## src/rtl/vc_port_arb_regs.vh

```
/*
 * register offsets, field positions and port-type values for the
 * virtual-channel arbitration status/capability block.
 * assumes inclusion by a module that decodes APB byte addresses.
 */
`ifndef VC_PORT_ARB_REGS_VH
`define VC_PORT_ARB_REGS_VH

// printed offsets are register indices; byte address is index times four
`define PVS_INDEX 12'h20E
`define VRC_INDEX 12'h210
`define SEL_INDEX 12'h214
`define PVS_ADDR 14'h0838
`define VRC_ADDR 14'h0840
`define SEL_ADDR 14'h0850

`define COH_BIT 0
`define CAP_LSB 0
`define CAP_MSB 7
`define ADVSW_BIT 14
`define SNP_BIT 15
`define MTS_LSB 16
`define MTS_MSB 22
`define OFF_LSB 24
`define OFF_MSB 31
`define ASEL_LSB 17
`define ASEL_MSB 19
`define ALOAD_BIT 16

`define CAP_UP 8'h03
`define CAP_DN 8'h01
`define OFF_UP 8'h02
`define OFF_DN 8'h00
`define PVS_RESET 16'h0000
`define SEL_RESET 3'h0

`endif

```

## src/rtl/arb_select_store.v

```verilog
/*
 * holds the port arbitration select and raises a one-cycle load pulse.
 * assumes writes arrive already qualified by the APB slave.
 */
`timescale 1ns/10ps
`default_nettype none
`include "vc_port_arb_regs.vh"
module arb_select_store (
    input wire pclk,
    input wire presetn,
    input wire wr_en,
    input wire [7:0] cap,
    input wire [2:0] wr_sel,
    input wire wr_load,
    output reg [2:0] sel,
    output reg load_pulse
);
    // a select whose capability bit is clear is dropped, keeping the old scheme
    always @(posedge pclk or negedge presetn) begin
        if (!presetn) begin
            sel <= `SEL_RESET;
            load_pulse <= 1'b0;
        end else begin
            load_pulse <= wr_en & wr_load;
            if (wr_en && cap[wr_sel]) begin
                sel <= wr_sel;
            end
        end
    end
endmodule
`default_nettype wire

```

## src/rtl/vc_port_arbitration_caps.v

```verilog
/*
 * APB slave for the port VC status and VC resource 0 capability words,
 * plus a small select/load word feeding the port arbitration logic.
 * assumes is_upstream is a static strap from the same clock domain.
 */
// The APB slave port was chosen for this implementation.
`timescale 1ns/10ps
`default_nettype none
`include "vc_port_arb_regs.vh"
module vc_port_arbitration_caps (
    input wire pclk,
    input wire presetn,
    input wire psel,
    input wire penable,
    input wire pwrite,
    input wire [13:0] paddr,
    input wire [31:0] pwdata,
    input wire [3:0] pstrb,
    output wire pready,
    output reg [31:0] prdata,
    output reg pslverr,
    input wire is_upstream,
    output wire [2:0] port_arb_select,
    output wire port_arb_load
);
    reg strap_up;
    reg strap_taken;
    wire [7:0] port_arb_capability;
    wire [7:0] port_arb_table_offset;
    wire [31:0] cap_word;
    wire [15:0] status_word;
    wire access;
    wire sel_write;
    reg [31:0] next_rdata;
    reg next_err;

    // strap caught once after reset release, never under the async reset
    always @(posedge pclk or negedge presetn) begin
        if (!presetn) begin
            strap_up <= 1'b0;
            strap_taken <= 1'b0;
        end else if (!strap_taken) begin
            strap_up <= is_upstream;
            strap_taken <= 1'b1;
        end
    end

    assign port_arb_capability = strap_up ? `CAP_UP : `CAP_DN;
    assign port_arb_table_offset = strap_up ? `OFF_UP : `OFF_DN;

    // one bit per scheme, fields packed at their positions
    assign cap_word = {port_arb_table_offset,
                       1'b0,
                       7'h00,
                       1'b0,
                       1'b0,
                       6'h00,
                       port_arb_capability};
    assign status_word = `PVS_RESET;

    assign pready = 1'b1;
    assign access = psel & penable;
    // writes to the two read-only words fall through the decode and do nothing
    assign sel_write = access & pwrite & (paddr == `SEL_ADDR) & pstrb[2];

    always @* begin
        next_rdata = 32'h00000000;
        next_err = 1'b0;
        if (paddr[1:0] != 2'b00) begin
            next_err = 1'b1;
        end else if (paddr == `PVS_ADDR) begin
            next_rdata = {16'h0000, status_word};
        end else if (paddr == `VRC_ADDR) begin
            next_rdata = cap_word;
        end else if (paddr == `SEL_ADDR) begin
            next_rdata = {12'h000, port_arb_select, 1'b0, 16'h0000};
        end else begin
            next_err = 1'b1;
        end
    end

    // read data registered in the setup cycle so it is steady during access
    always @(posedge pclk or negedge presetn) begin
        if (!presetn) begin
            prdata <= 32'h00000000;
            pslverr <= 1'b0;
        end else if (psel && !penable) begin
            prdata <= pwrite ? 32'h00000000 : next_rdata;
            pslverr <= next_err;
        end
    end

    arb_select_store u_store (
        .pclk(pclk),
        .presetn(presetn),
        .wr_en(sel_write),
        .cap(port_arb_capability),
        .wr_sel(pwdata[`ASEL_MSB:`ASEL_LSB]),
        .wr_load(pwdata[`ALOAD_BIT] & strap_up),
        .sel(port_arb_select),
        .load_pulse(port_arb_load)
    );
endmodule
`default_nettype wire

```

## config.mk

```make
export PLATFORM = sky130hd
export DESIGN_NAME = vc_port_arbitration_caps
export DESIGN_NICKNAME = d
export VERILOG_FILES = /design/src/rtl/arb_select_store.v /design/src/rtl/vc_port_arbitration_caps.v
export VERILOG_INCLUDE_DIRS = /design/src /design/src/rtl
export SDC_FILE = /design/constraint.sdc
export NUM_CORES = 1
export LEC_CHECK = 0
export BUFFER_PORTS_ARGS = -buffer_cell sky130_fd_sc_hd__buf_2
export CORE_MARGIN = 2
export CORE_UTILIZATION = 33
export DETAILED_ROUTE_END_ITERATION = 10
export GPL_ROUTABILITY_DRIVEN = 0
export PLACE_DENSITY = 0.79
export REMOVE_ABC_BUFFERS = 1
export SETUP_SLACK_MARGIN = 0.2
export SLEW_MARGIN = 20
export SYNTH_ARGS = -nofsm -noshare
export SYNTH_HDL_FRONTEND = slang
export SYNTH_SLANG_ARGS = --single-unit
```

## constraint.sdc

```tcl
create_clock -name pclk -period 1.8 [get_ports pclk]
set_clock_uncertainty 0.2 [all_clocks]
set_input_delay 0.09 -clock pclk [delete_from_list [all_inputs] [get_ports pclk]]
set_output_delay 0.09 -clock pclk [all_outputs]
set_load 0.005 [all_outputs]
```

* Word level (Yosys, flattened, before mapping)
Cells that the tools add are included.
** Operators by class
- Add/subtract/negate cells :: 0
- $mul :: 0
- Divide/modulo/power cells :: 0
- $lt $le $gt $ge :: 1
- Eq/ne operators :: 3
- Shift-type cells :: 0
- Multiplexer cells :: 13
- Bitwise logic cells :: 6
- Reduce and logical (&&, ||, !) cells :: 4
** Operators with widths (number)
- $mux W26 :: 3
- $eq A14 B12 Y1 const B :: 3
- $mux W32 :: 1
- $mux W20 :: 1
- $and A1 B1 Y1 :: 6
- $mux W1 :: 5
- $lt A3 B4 Y1 const B :: 1
- $mux W2 :: 2
- $bmux W1 S3 :: 1
- $logic_and A1 B1 Y1 :: 2
- $reduce_bool A2 Y1 :: 1
- $logic_not A1 Y1 :: 1
** Storage, ports and cells
- Register bits after elaboration :: 39
- Bits in latches :: 0
- Memory bits (writable) :: 0
- Memory bits (read-only) :: 0
- Bits of input ports :: 56
- Output and inout bits :: 38
- Logic and storage cells :: 33
- Memories kept :: 0

* Longest topological paths before layout
Gate-level depths: netlist of run 1.
- Depth in word-level cells :: 6
- Depth in mapped cells :: 5
- Mapped depth without buffers :: 4

* Cells and area by module
A second synthesis of run 1 with hierarchy kept.
** Unflattened totals
- Cell total of the unflattened synthesis :: 87
- Area total of the unflattened synthesis :: 930.9 um^2
** Modules (own cells, without submodules)
- vc_port_arbitration_caps :: times used 1, cells each 71, area each 691.9 um^2
- arb_select_store :: times used 1, cells each 16, area each 239.0 um^2

* Worst setup path after synthesis of run 1
No wires, ideal clock.
- Path type :: in2reg
- From :: input paddr[10]
- To :: register u_store.sel[0]
- Library setup time :: 128 ps
- Data arrival time :: 1114 ps
- Required time :: 1472 ps
- Setup slack :: 358 ps
- Stages :: 4
- Path buffers :: 0
- Cell sequence :: nor4b_4 nand3_4 nor3_2 mux2_1
** On the way
- Word-level cells in the longest chain between the ends :: 4
** RTL lines
- start, declared :: line vc_port_arbitration_caps.v:16 : input wire [13:0] paddr,
- $eq A14 B12 Y1 (no source line)
- $and A1 B1 Y1 (2 in series) :: line vc_port_arbitration_caps.v:64 : assign sel_write = access & pwrite & (paddr == `SEL_ADDR) & pstrb[2];
- $logic_and A1 B1 Y1 :: line arb_select_store.v:25 : if (wr_en && cap[wr_sel]) begin
- end signal, assigned :: line arb_select_store.v:21 : sel <= `SEL_RESET;
- end signal, assigned :: line arb_select_store.v:26 : sel <= wr_sel;
- end, declared :: line arb_select_store.v:15 : output reg [2:0] sel,
Every way passes these cells.
A chain may end at the register's enable or synchronous reset.

* Worst setup path in the final report of run 1
- From :: input pwdata[17]
- To :: register u_store.sel[0]
** On the way
- Word-level cells in the longest chain between the ends :: 3
** RTL lines
- start, declared :: line vc_port_arbitration_caps.v:17 : input wire [31:0] pwdata,
- $bmux W1 S3 :: line arb_select_store.v:25
- $mux W1 (not written as such) :: line arb_select_store.v:25
- $logic_and A1 B1 Y1 :: line arb_select_store.v:25
Parallel ways exist; a longest one is shown, timed or not. The select of a mux whose other input is x is not followed.

==> metrics.md, run 1 <==
| Metric | Value |
|---|---|
| Switching share of total power | `approximately 24%` |
| Reg clk slew, reported paths | `0.07 ns` |
| CTS Root Buffer Type | `sky130_fd_sc_hd__clkbuf_4` |
| Wire length of the first global-routing pass | `2532 um` |
| DRC violation total after the first TritonRoute iteration | `17` |
| Number of design rule violations left after detail routing | `0` |
| Shortest clock period the worst path allows after layout | `~1.5 ns` |
| Endpoint with the worst hold slack | `prdata[19]$_DFFE_PN0P_` |
| Die Y-Extent | `between 50 and 60 um` |
| Sw power | `roughly 0.14 mW` |
| Number of cell rows | `18` |
| Final layout net count | `between 150 and 200` |
| Hold-critical path depth | `3` |
| Count of final hold-check violations | `0` |
| Critical path peak fanout | `3` |
| Met2 usage in global routing | `between 20 and 25%` |
| Max-capacitance violation count | `0` |
| Number of synthesized flops with an enable pin | `0` |
| Clock tree from TritonCTS | `yes` |
| Worst setup path class | `in2reg` |
| H-tree depth | `1` |
| Largest cells by area after synthesis | `sky130_fd_sc_hd__dfrtp_1 (37%), sky130_fd_sc_hd__buf_4 (26%), sky130_fd_sc_hd__nor4_4 (5.2%), sky130_fd_sc_hd__a22o_1 (4.3%), sky130_fd_sc_hd__nor4b_4 (2.9%)` |
| Vias per std cell | `4.121` |
| Final std cell area, no fill | `between 1000 and 1500 sq um` |
| Synth Register Bits | `12` |
| Worst reg-to-reg path cell count | `3` |
| Total instance count after detailed placement | `~140` |
| # setup viols final | `0` |
| Most heavily used metal layer in global routing | `met2` |
| Half-perimeter wire length after detailed placement | `1315 um` |
| Dominant register cell in the synthesized netlist | `sky130_fd_sc_hd__dfrtp_1` |
| Clock network power share | `a little over a third` |
| Setup slack, reg-to-reg | `0.38 ns` |
| Layout cell share with drive strength beyond 1 | `roughly two fifths` |
| Starting density of the core | `between 30 and 40%` |
| Post-DP Area | `910.9 sq um` |
| Wire length after detailed routing | `about 1600 um` |
| Run status | `complete, no violations` |
| Clock latency reported for the late side of the worst-skew pair | `between 0.2 and 0.3 ns` |
| Maximum frequency from static timing analysis | `a little under 0.7 GHz` |
| Req. time, crit path | `around 1.8 ns` |
| Internal Power | `approximately 0.44 mW` |
| Critical Path Sink Type | `register` |
| Sequential cell fraction of total power | `48.3%` |
| Overflow after GRT | `0` |
| Reg-to-reg critical path startpoint | `strap_up$_DFFE_PN0N_` |
| Post-CTS Setup Inserts | `0` |
| Floorplan Core Area | `approximately 2400 sq um` |
| Library cell with the largest summed area after synthesis | `sky130_fd_sc_hd__dfrtp_1` |
| Crit path arrival time | `approximately 1.4 ns` |
| Area share of the largest cell type after synthesis | `36.53%` |
| Routed WL per cell | `10.56 um` |
| Unique masters post-synth | `26` |
| Most frequently used cell type in the post-synthesis netlist | `sky130_fd_sc_hd__buf_4` |
| Post-Route Setup TNS | `0 ns` |
| Dominant combinational cell family by area after synthesis | `buffers and inverters` |
| M1 GR Usage | `a little over an eighth` |
| Final-layout fill cell count | `249` |
| Yosys warning count | `0` |
| Overall die area | `a little under 3000 sq um` |
| Critical path startpoint | `pwdata[17]` |
| Number of antenna violations at the first check in global routing | `0` |
| Number of cells produced by synthesis | `between 70 and 80` |
| TritonCTS Buffers | `3` |
| Avg Synthesized Cell Area | `approximately 11 sq um` |
| Count of buffers inserted at the top-level ports | `35` |
| Tightest Hold Check Type | `in2reg` |
| Non-filler cells, final | `~150` |
| Period utilisation layout | `between 80% and 90%` |
| Layout-stage area growth over the synthesis result | `23.74%` |
| Proportion of register bits with asynchronous set or reset after synthesis | `100.0%` |
| Logic pwr share | `between 10% and 20%` |
| Vias in the first global route | `roughly 600` |
| Cell area after technology mapping | `around 820 sq um` |
| Multiplexer fraction of the synthesized cell area | `around 2.7%` |
| Category of the worst setup path launch point | `input pin` |
| RR Endpoint | `u_store.load_pulse$_DFF_PN0_` |
| RSZ-0062 raised after global routing | `no` |
| Total count of max-transition violations in the final report | `0` |
| Largest net degree at the start of global routing | `13` |
| Antenna Nets Post-Route | `0` |
| Total inserted antenna cells | `0` |
| Compound-gate portion of the synthesized area | `under 10%` |
| Top Ports | `94` |
| Total global routing track utilization | `12.59%` |
| Vias | `between 600 and 700` |
| Maximum buffer depth of the clock tree | `2` |
| Met3 usage | `roughly 5.3%` |
| Pwr per Cell Area | `roughly 570 nW/um^2` |
| Number of instances resized during post-cts repair | `0` |
| Post-synthesis simple-gate area fraction | `between 20% and 30%` |
| Peak ir drop on the vdd network | `about 0.3 mV` |
| Adder-cell share of the synthesized area | `0%` |
| Sinks on the clock net | `12` |
| First-pass iteration count of the detailed router | `4` |
| Hold_sp | `psel` |
| Xor and xnor fraction of the mapped netlist area | `0%` |
| Post-synth top cells | `sky130_fd_sc_hd__buf_4 (28), sky130_fd_sc_hd__dfrtp_1 (12), sky130_fd_sc_hd__a22o_1 (4), sky130_fd_sc_hd__nand2_1 (4), sky130_fd_sc_hd__nor2_1 (3)` |
| Die extent in x | `about 54 um` |
| Portion of the post-synthesis area used by sequential elements | `between 30% and 40%` |
| LEAKAGE | `0.5692 nW` |
[state kept, by name (all words and copies together) (netlist names)]
name	cells
strap_up	1
pslverr	1
prdata	5
u_store.load_pulse	1
u_store.sel	3
strap_taken	1
[power groups by stage]
stage | logic, mW | registers [mW] | clock network (mW)
after floorplan | 0.0329 | 0.284 | 0
after global placement | 0.0762 | 0.284 | 0
after detailed placement | 0.0790 | 0.285 | 0
after CTS | 0.0892 | 0.279 | 0.216
after global routing | 0.105 | 0.280 | 0.234
final | 0.0895 | 0.279 | 0.209
[logic make-up after synthesis]
family,after synthesis
AOI/OAI and AO/OA,8
buffers and inverters,30
DFF,12
muxes,2
other,2
and+or+nand+nor,22
[worst max path at each step]
stage / endpoint / slack (ns)
finish: u_store.sel[0]$_DFFE_PN0P_ / 0.32
detailed placement: u_store.sel[0]$_DFFE_PN0P_ / 0.13
floorplan: u_store.sel[0]$_DFFE_PN0P_ / 0.36
global placement: u_store.sel[0]$_DFFE_PN0P_ / 0.19
global route: u_store.sel[0]$_DFFE_PN0P_ / 0.23
CTS: u_store.sel[0]$_DFFE_PN0P_ / 0.31
[stage by stage]
stage	setup WS (ns)	hold slack (ns)	utilization (%)	power, mW
after floorplan	0.3582	-0.4056	-	0.3170
after global placement	0.1870	-0.2300	37.80	0.3603
after detailed placement	0.1335	-0.2132	37.80	0.3635
after CTS	0.3098	0.0001724	42.21	0.5848
after global routing	0.2315	0.008473	42.21	0.6189
final	0.3231	0.003791	42.21	0.5776
[cell usage in the layout, fill, tap and decap left out, types with 2 or more instances in the layout]
cell / n
sky130_fd_sc_hd__a22o_1: 4
sky130_fd_sc_hd__conb_1: 28
sky130_fd_sc_hd__nand2_1: 4
sky130_fd_sc_hd__clkbuf_4: 3
sky130_fd_sc_hd__o21ai_0: 2
sky130_fd_sc_hd__dlygate4sd3_1: 7
sky130_fd_sc_hd__nor2_1: 3
sky130_fd_sc_hd__buf_2: 35
sky130_fd_sc_hd__nor4_4: 2
sky130_fd_sc_hd__dfrtp_1: 12
sky130_fd_sc_hd__nor2b_1: 2
[critical path: stages]
cell and delay [ns]:
sky130_fd_sc_hd__dlygate4sd3_1 0.54, sky130_fd_sc_hd__buf_2 0.13, sky130_fd_sc_hd__inv_1 0.04, sky130_fd_sc_hd__o21ai_0 0.09
sky130_fd_sc_hd__nor3_2 0.20, sky130_fd_sc_hd__mux2_1 0.35
[layer usage]
metal	wire length [um]	vias up
li1	-	290
met1	579	290
met2	843	32
met3	145	2
met4	6	0
met5	0	-
[layout make-up]
cell class                      instances  area (sq um)  share of cell area (%)
Clock buffer                            4         36.28                   3.567
Sequential cell                        12         300.3                   29.52
Multi-Input combinational cell         60         394.1                   38.75
Timing Repair Buffer                   42         245.2                   24.11
Tap cell                               30         37.54                   3.690
Inverter                                1         3.754                  0.3690
[repair_timing]
item	CTS	global route
endpoints found under the setup margin	0	0
hold endpoints to repair	17	0
hold buffers	7	0
(Power assumes the default switching activity.)
==> run 2: changes to the inputs <==
--- a/config.mk
+++ b/config.mk
@@ -6,12 +6,13 @@
 export SDC_FILE = /design/constraint.sdc
 export NUM_CORES = 1
 export LEC_CHECK = 0
+export ABC_AREA = 1
 export BUFFER_PORTS_ARGS = -buffer_cell sky130_fd_sc_hd__buf_2
 export CORE_MARGIN = 2
-export CORE_UTILIZATION = 33
+export CORE_UTILIZATION = 32
 export DETAILED_ROUTE_END_ITERATION = 10
 export GPL_ROUTABILITY_DRIVEN = 0
-export PLACE_DENSITY = 0.79
+export PLACE_DENSITY = 0.77
 export REMOVE_ABC_BUFFERS = 1
 export SETUP_SLACK_MARGIN = 0.2
 export SLEW_MARGIN = 20
==> constraint.sdc (replaced) <==
create_clock -name pclk -period 1.3 [get_ports pclk]
set_clock_uncertainty 0.2 [all_clocks]
set_input_delay 0.065 -clock pclk [delete_from_list [all_inputs] [get_ports pclk]]
set_output_delay 0.065 -clock pclk [all_outputs]
set_load 0.005 [all_outputs]
==> metrics.md, run 2 <==
| Metric | Value |
|---|---|
| Run status | `finished, violations left` |
| Violated checks | `negative hold slack` |
| Maximum buffer depth of the clock tree | `2 (unchanged)` |
| Die Y-Extent | `57.54 um (+6.7%)` |
| Synth Register Bits | `12 (unchanged)` |
| Most common cell after layout, fill and taps aside | `sky130_fd_sc_hd__buf_2` |
| Count of final hold-check violations | `20 (+20)` |
| Crit path arrival time | `1.06 ns (-0.37 ns)` |
| Critical path peak fanout | `2 (-1)` |
| CP max stage cell | `sky130_fd_sc_hd__dfrtp_1` |
| CTS Root Buffer Type | `sky130_fd_sc_hd__clkbuf_4` |
| Floorplan Core Area | `2734 sq um (+13%)` |
| Largest net degree at the start of global routing | `13 (unchanged)` |
| Number of cells produced by synthesis | `125 (+64%)` |
| Critical path, cell by cell | `nor2_1 -> nor2_1 -> nand4_1 -> inv_1 -> nor2_1` |
| Unique masters post-synth | `18 (-31%)` |
| Hold slack final | `-0.08607 ns (-0.08986 ns)` |
| Reg clk slew, reported paths | `0.07 ns (about the same)` |
| Total global routing track utilization | `10.04% (-2.5 points)` |
| Pwr per Cell Area | `738.7 nW/um^2 (+30%)` |
| Non-filler cells, final | `199 (+34%)` |
| Registers with the highest flip-flop counts | `prdata x5, u_store.sel x3` |
| Total instance count after detailed placement | `190 (+38%)` |
| Number of synthesized flops with an enable pin | `0 (unchanged)` |
| Number of antenna violations at the first check in global routing | `0 (unchanged)` |
| Top Ports | `94 (unchanged)` |
| Vias in the first global route | `643 (+5.4%)` |
| Avg Synthesized Cell Area | `7.337 sq um (-32%)` |
| Portion of the post-synthesis area used by sequential elements | `32.74% (-3.8 points)` |
| Dominant register cell in the synthesized netlist | `sky130_fd_sc_hd__dfrtp_1` |
| Total inserted antenna cells | `0 (unchanged)` |
| Most used cell, CP | `sky130_fd_sc_hd__nor2_1` |
| Place WS | `0.1833 ns (+0.04979 ns)` |
| Post-DP Area | `1026 sq um (+13%)` |
| Post-Route Setup TNS | `0 ns (unchanged)` |
| Top library cells by usage in the layout, fill and taps aside | `sky130_fd_sc_hd__buf_2 (35), sky130_fd_sc_hd__conb_1 (28), sky130_fd_sc_hd__nand2_1 (27), sky130_fd_sc_hd__nor2_1 (17)` |
| Final-layout fill cell count | `297 (+19%)` |
| Worst setup path class | `reg2reg` |
| Overflow after GRT | `0 (unchanged)` |
| Critical Path Sink Type | `register` |
| Biggest register | `prdata` |
| DRC violation total after the first TritonRoute iteration | `12 (-5)` |
| Sinks on the clock net | `12 (unchanged)` |
| TritonCTS Buffers | `3 (unchanged)` |
| Number of instances resized during post-cts repair | `0 (unchanged)` |
| Final layout net count | `225 (+28%)` |
| Half-perimeter wire length after detailed placement | `1352 um (+2.8%)` |
| Category of the worst setup path launch point | `register` |
| Number of cell rows | `19 (+1)` |
| Most frequently used cell type in the post-synthesis netlist | `sky130_fd_sc_hd__buf_4` |
| Library cell with the largest summed area after synthesis | `sky130_fd_sc_hd__dfrtp_1` |
| Area share of the largest cell type after synthesis | `32.74% (-3.8 points)` |
| Wire length after detailed routing | `1553 um (-1.3%)` |
| Shortest clock period the worst path allows after layout | `about 1.1 ns` |
| Antenna Nets Post-Route | `0 (unchanged)` |
| H-tree depth | `1 (unchanged)` |
| Post-synth top cells | `sky130_fd_sc_hd__buf_4 (28), sky130_fd_sc_hd__nand2_1 (27), sky130_fd_sc_hd__nor2_1 (17)` |
| Tightest Hold Check Type | `in2reg` |
| Max reg flops | `5 (unchanged)` |
| Total of hold buffers inserted after clock tree synthesis | `4 (-3)` |
| Largest cells by area after synthesis | `sky130_fd_sc_hd__dfrtp_1 (33%), sky130_fd_sc_hd__buf_4 (23%), sky130_fd_sc_hd__nand2_1 (11%), sky130_fd_sc_hd__nor2_1 (7.0%), sky130_fd_sc_hd__inv_1 (4.9%)` |
| Total count of max-transition violations in the final report | `0 (unchanged)` |
| Cell area after technology mapping | `917.1 sq um (+12%)` |
| Smallest setup slack after layout | `0.2004 ns (-0.1227 ns)` |
| Vias | `767 (+25%)` |
| Max-capacitance violation count | `0 (unchanged)` |
| Wire length of the first global-routing pass | `2628 um (+3.8%)` |
| Vias per std cell | `3.854 (-6.5%)` |
| RSZ-0062 raised after global routing | `yes` |
| Starting density of the core | `33.55% (-0.57 points)` |
| Die extent in x | `57.54 um (+6.7%)` |
| End-of-flow core utilization | `40.60% (-1.6 points)` |
| Layout cell share with drive strength beyond 1 | `35.12% (-6.1 points)` |
| First-pass iteration count of the detailed router | `4 (unchanged)` |
| Number of design rule violations left after detail routing | `0 (unchanged)` |
| LEAKAGE | `0.6533 nW (+15%)` |
| Req. time, crit path | `1.26 ns (-0.49 ns)` |
| Overall die area | `3310 sq um (+14%)` |
| Maximum frequency from static timing analysis | `0.9094 GHz` |
| Final std cell area, no fill | `1110 sq um (+9.1%)` |
| Period utilisation layout | `a little over four fifths` |
| Pwr Total | `0.8198 mW (+42%)` |
| # setup viols final | `0 (unchanged)` |
| Layout-stage area growth over the synthesis result | `21.01%` |
| Yosys warning count | `0 (unchanged)` |
| Slowest stage delay, CP | `0.35 ns (-0.19 ns)` |
| Proportion of register bits with asynchronous set or reset after synthesis | `100.0% (unchanged)` |
| Routed WL per cell | `7.804 um (-26%)` |
| Count of buffers inserted at the top-level ports | `35 (unchanged)` |
| Clock latency reported for the late side of the worst-skew pair | `0.27 ns (about the same)` |
| Peak ir drop on the vdd network | `0.8450 mV (+190%)` |
| Clock tree from TritonCTS | `yes` |
## run 2: cell count changes after synthesis, sizes merged, moves of 4 or more
cell / change
nand2: +28
nor2: +21
inv: +14
a22o: -4
## run 2: critical path: cells and delay by family (launching register included)
| kind | cells | cell delay (ns) |
|---|---|---|
| DFF | 1 | 0.35 |
| and+or+nand+nor | 4 | 0.34 |
| buffers and inverters | 1 | 0.10 |
## run 2: logic make-up (layout without fill, tap and decap cells)
family          after synthesis  count (layout)  share of synthesized area [%]
other cells                   2              28                         0.8189
compound gates                2               2                          1.091
buf+inv                      43              60                          29.06
mux                           1               1                          1.228
simple gates                 65              65                          35.06
flops                        12              12                          32.74
## run 2: final timing paths
kind                                                   end  cells past startpoint             startpoint  slack [ns]
worst min-delay path                prdata[17]$_DFFE_PN0P_                      4                 pwrite       -0.09
worst max-delay path            u_store.sel[1]$_DFFE_PN0P_                      5   strap_up$_DFFE_PN0N_        0.20
max in group asynchronous             strap_up$_DFFE_PN0N_                      2                presetn        0.70
min in group asynchronous           prdata[19]$_DFFE_PN0P_                      2                presetn       -0.01
worst max register to register  u_store.sel[1]$_DFFE_PN0P_                      5   strap_up$_DFFE_PN0N_        0.20
worst min register to register       prdata[0]$_DFFE_PN0P_                      2  prdata[0]$_DFFE_PN0P_        0.28
## run 2: per-layer routing
metal  track usage, %  vias up  share of wire, %
li1                 -      407                 -
met3            4.989        0                11
met1            12.96      328                42
met2            15.75       32                47
met4           0.9967        0                 0
met5                0        -                 0
## run 2: repair_timing
item | in CTS | in global routing
setup buffers | 0 | 1
endpoints found under the setup margin | 3 | 7
endpoints found under the hold margin | 21 | 6
pin swaps | 2 | 1
## run 2: layout make-up
class	count	area, sq um	area share (%)
Sequential cell	12	300.3	27.06
Multi-Input combinational cell	96	447.9	40.36
Clock buffer	4	36.28	3.269
Tap cell	31	38.79	3.495
Inverter	15	56.30	5.073
Timing Repair Buffer	41	230.2	20.74
## run 2: report_power, final
| part | internal (mW) | switching (mW) | total, mW |
|---|---|---|---|
| Combinational | 0.0613 | 0.0836 | 0.145 |
| Clock | 0.170 | 0.119 | 0.290 |
| Sequential | 0.381 | 0.00409 | 0.385 |
==> run 3: changes to the inputs <==
==> constraint.sdc (replaced) <==
create_clock -name pclk -period 0.93 [get_ports pclk]
set_clock_uncertainty 0.2 [all_clocks]
set_input_delay 0.0465 -clock pclk [delete_from_list [all_inputs] [get_ports pclk]]
set_output_delay 0.0465 -clock pclk [all_outputs]
set_load 0.005 [all_outputs]
==> metrics.md, run 3 (synthesis gave the netlist of run 2 again) <==
| Metric | Value |
|---|---|
| Total count of max-transition violations in the final report | `0 (unchanged)` |
| Total inserted antenna cells | `0 (unchanged)` |
| Reg-to-reg critical path startpoint | `strap_up$_DFFE_PN0N_` |
| Vias in the first global route | `662 (+3.0%)` |
| Final std cell area, no fill | `1190 sq um (+7.2%)` |
| Number of cell rows | `19 (unchanged)` |
| Die Y-Extent | `57.54 um (unchanged)` |
| Wire length of the first global-routing pass | `2587 um (-1.6%)` |
| Critical path peak fanout | `2 (unchanged)` |
| Critical Path Sink Type | `register` |
| Top Ports | `94 (unchanged)` |
| Vias | `776 (+1.2%)` |
| Req. time, crit path | `0.89 ns (-0.37 ns)` |
| TritonCTS Buffers | `3 (unchanged)` |
| Largest net degree at the start of global routing | `13 (unchanged)` |
| Run status | `finished, violations left` |
| Half-perimeter wire length after detailed placement | `1384 um (+2.3%)` |
| Smallest setup slack after layout | `-0.1662 ns (-0.3666 ns)` |
| Vias per std cell | `3.861 (+0.17%)` |
| Total of hold buffers inserted after clock tree synthesis | `1 (-3)` |
| Count of buffers inserted at the top-level ports | `35 (unchanged)` |
| Layout cell share with drive strength beyond 1 | `41.76% (+6.6 points)` |
| Clock tree from TritonCTS | `yes` |
| Maximum buffer depth of the clock tree | `2 (unchanged)` |
| Final layout net count | `228 (+1.3%)` |
| Crit path arrival time | `1.06 ns (about the same)` |
| Sinks on the clock net | `12 (unchanged)` |
| Pwr Total | `1.073 mW (+31%)` |
| CTS Root Buffer Type | `sky130_fd_sc_hd__clkbuf_4` |
| Registers with the highest flip-flop counts | `prdata x5, u_store.sel x3` |
| Top library cells by usage in the layout, fill and taps aside | `sky130_fd_sc_hd__buf_2 (30), sky130_fd_sc_hd__conb_1 (28), sky130_fd_sc_hd__nand2_1 (25), sky130_fd_sc_hd__nor2_1 (17), sky130_fd_sc_hd__dfrtp_1 (12)` |
| Most common cell after layout, fill and taps aside | `sky130_fd_sc_hd__buf_2` |
| Setup slack, reg-to-reg | `-0.17 ns (-0.37 ns)` |
| Layout-stage area growth over the synthesis result | `29.74%` |
| RSZ-0062 raised after global routing | `yes` |
| First-pass iteration count of the detailed router | `4 (unchanged)` |
| Number of antenna violations at the first check in global routing | `0 (unchanged)` |
| DRC violation total after the first TritonRoute iteration | `23 (+11)` |
| Hold-critical path depth | `3 (-1)` |
| Post-DP Area | `1033 sq um (+0.73%)` |
| Routed WL per cell | `8.199 um (+5.1%)` |
| Category of the worst setup path launch point | `register` |
| Peak ir drop on the vdd network | `0.7800 mV (-7.7%)` |
| H-tree depth | `1 (unchanged)` |
| Pwr per Cell Area | `901.5 nW/um^2 (+22%)` |
| LEAKAGE | `0.6744 nW (+3.2%)` |
| Overall die area | `3310 sq um (unchanged)` |
| Starting density of the core | `33.55% (unchanged)` |
| Clock latency reported for the late side of the worst-skew pair | `0.26 ns (about the same)` |
| Overflow after GRT | `0 (unchanged)` |
| Hold_sp | `pwdata[16]` |
| Number of design rule violations left after detail routing | `0 (unchanged)` |
| Antenna Nets Post-Route | `0 (unchanged)` |
| RR Endpoint | `u_store.sel[1]$_DFFE_PN0P_` |
| Tightest Hold Check Type | `in2reg` |
| Die extent in x | `57.54 um (unchanged)` |
| Endpoint with the worst hold slack | `u_store.load_pulse$_DFF_PN0_` |
| Wire length after detailed routing | `1648 um (+6.1%)` |
| # setup viols final | `16 (+16)` |
| Reg clk slew, reported paths | `0.07 ns (about the same)` |
| Place WS | `-0.2264 ns (-0.4096 ns)` |
| Total global routing track utilization | `10.13% (+0.089 points)` |
| Max reg flops | `5 (unchanged)` |
| Biggest register | `prdata` |
| Count of final hold-check violations | `20 (unchanged)` |
| Period utilisation layout | `117.9% (+33 points)` |
| Worst setup path class | `reg2reg` |
| Violated checks | `negative hold slack, negative setup slack` |
| Hold slack final | `-0.1956 ns (-0.1096 ns)` |
| Floorplan Core Area | `2734 sq um (unchanged)` |
| Worst reg-to-reg path cell count | `5 (unchanged)` |
| Shortest clock period the worst path allows after layout | `1.096 ns (-0.003402 ns)` |
| Maximum frequency from static timing analysis | `0.9122 GHz (+0.31%)` |
| Max-capacitance violation count | `0 (unchanged)` |
| End-of-flow core utilization | `43.52% (+2.9 points)` |
## run 3: critical path, cell delays in order, from the launching register on
cell and delay, ns:
sky130_fd_sc_hd__dfrtp_1 0.35, sky130_fd_sc_hd__nor2_1 0.05, sky130_fd_sc_hd__nor2_1 0.12, sky130_fd_sc_hd__nand4_1 0.13, sky130_fd_sc_hd__inv_1 0.09, sky130_fd_sc_hd__nor2_1 0.04
## run 3: worst max-delay path by stage
stage	from	to	cells past startpoint
final	strap_up$_DFFE_PN0N_	u_store.sel[1]$_DFFE_PN0P_	5
after global routing	strap_up$_DFFE_PN0N_	u_store.sel[1]$_DFFE_PN0P_	5
after CTS	strap_up$_DFFE_PN0N_	u_store.sel[1]$_DFFE_PN0P_	5
after detailed placement	strap_up$_DFFE_PN0N_	u_store.sel[2]$_DFFE_PN0P_	5
after global placement	strap_up$_DFFE_PN0N_	u_store.sel[1]$_DFFE_PN0P_	5
after floorplan	strap_up$_DFFE_PN0N_	u_store.sel[1]$_DFFE_PN0P_	5
## run 3: where the power goes
group	leakage, nW	internal (mW)	total (mW)	switching (mW)
clock	0.0138	0.150	0.302	0.153
combinational	0.511	0.103	0.231	0.128
sequential	0.150	0.533	0.539	0.00613
total	0.674	0.786	1.07	0.287
## run 3: what timing repair did
action / 4_1_cts / 5_1_grt
endpoints found under the hold margin: 20 / 10
gates resized for setup: 2 / 20
endpoints found under the setup margin: 22 / 22
buffers inserted: 5 / 1
pin swaps: 8 / 11
## run 3: area by class of cell
class	count	area (sq um)
Clock buffer	3	22.52
Inverter	15	63.81
Fill cell	294	1544
Tap cell	31	38.79
Timing Repair Buffer	44	284.0
Sequential cell	12	300.3
Multi-Input combinational cell	96	480.5
## run 3: stage by stage
step                std cells  TNS, ns  hold WS [ns]
floorplan                 123  -0.4053       -0.4491
global placement          191   -1.376       -0.2703
detailed placement        191   -1.597       -0.2627
CTS                       200   -1.862       -0.2089
global route              201   -2.660       -0.2109
finish                    201   -1.796       -0.1956
## run 3: metal layers
layer	up-vias	global-route usage, %	wire length [um]
met2	30	16.72	827
li1	409	-	-
met3	0	4.762	147
met5	-	0	0
met4	0	1.661	0
met1	337	12.24	673
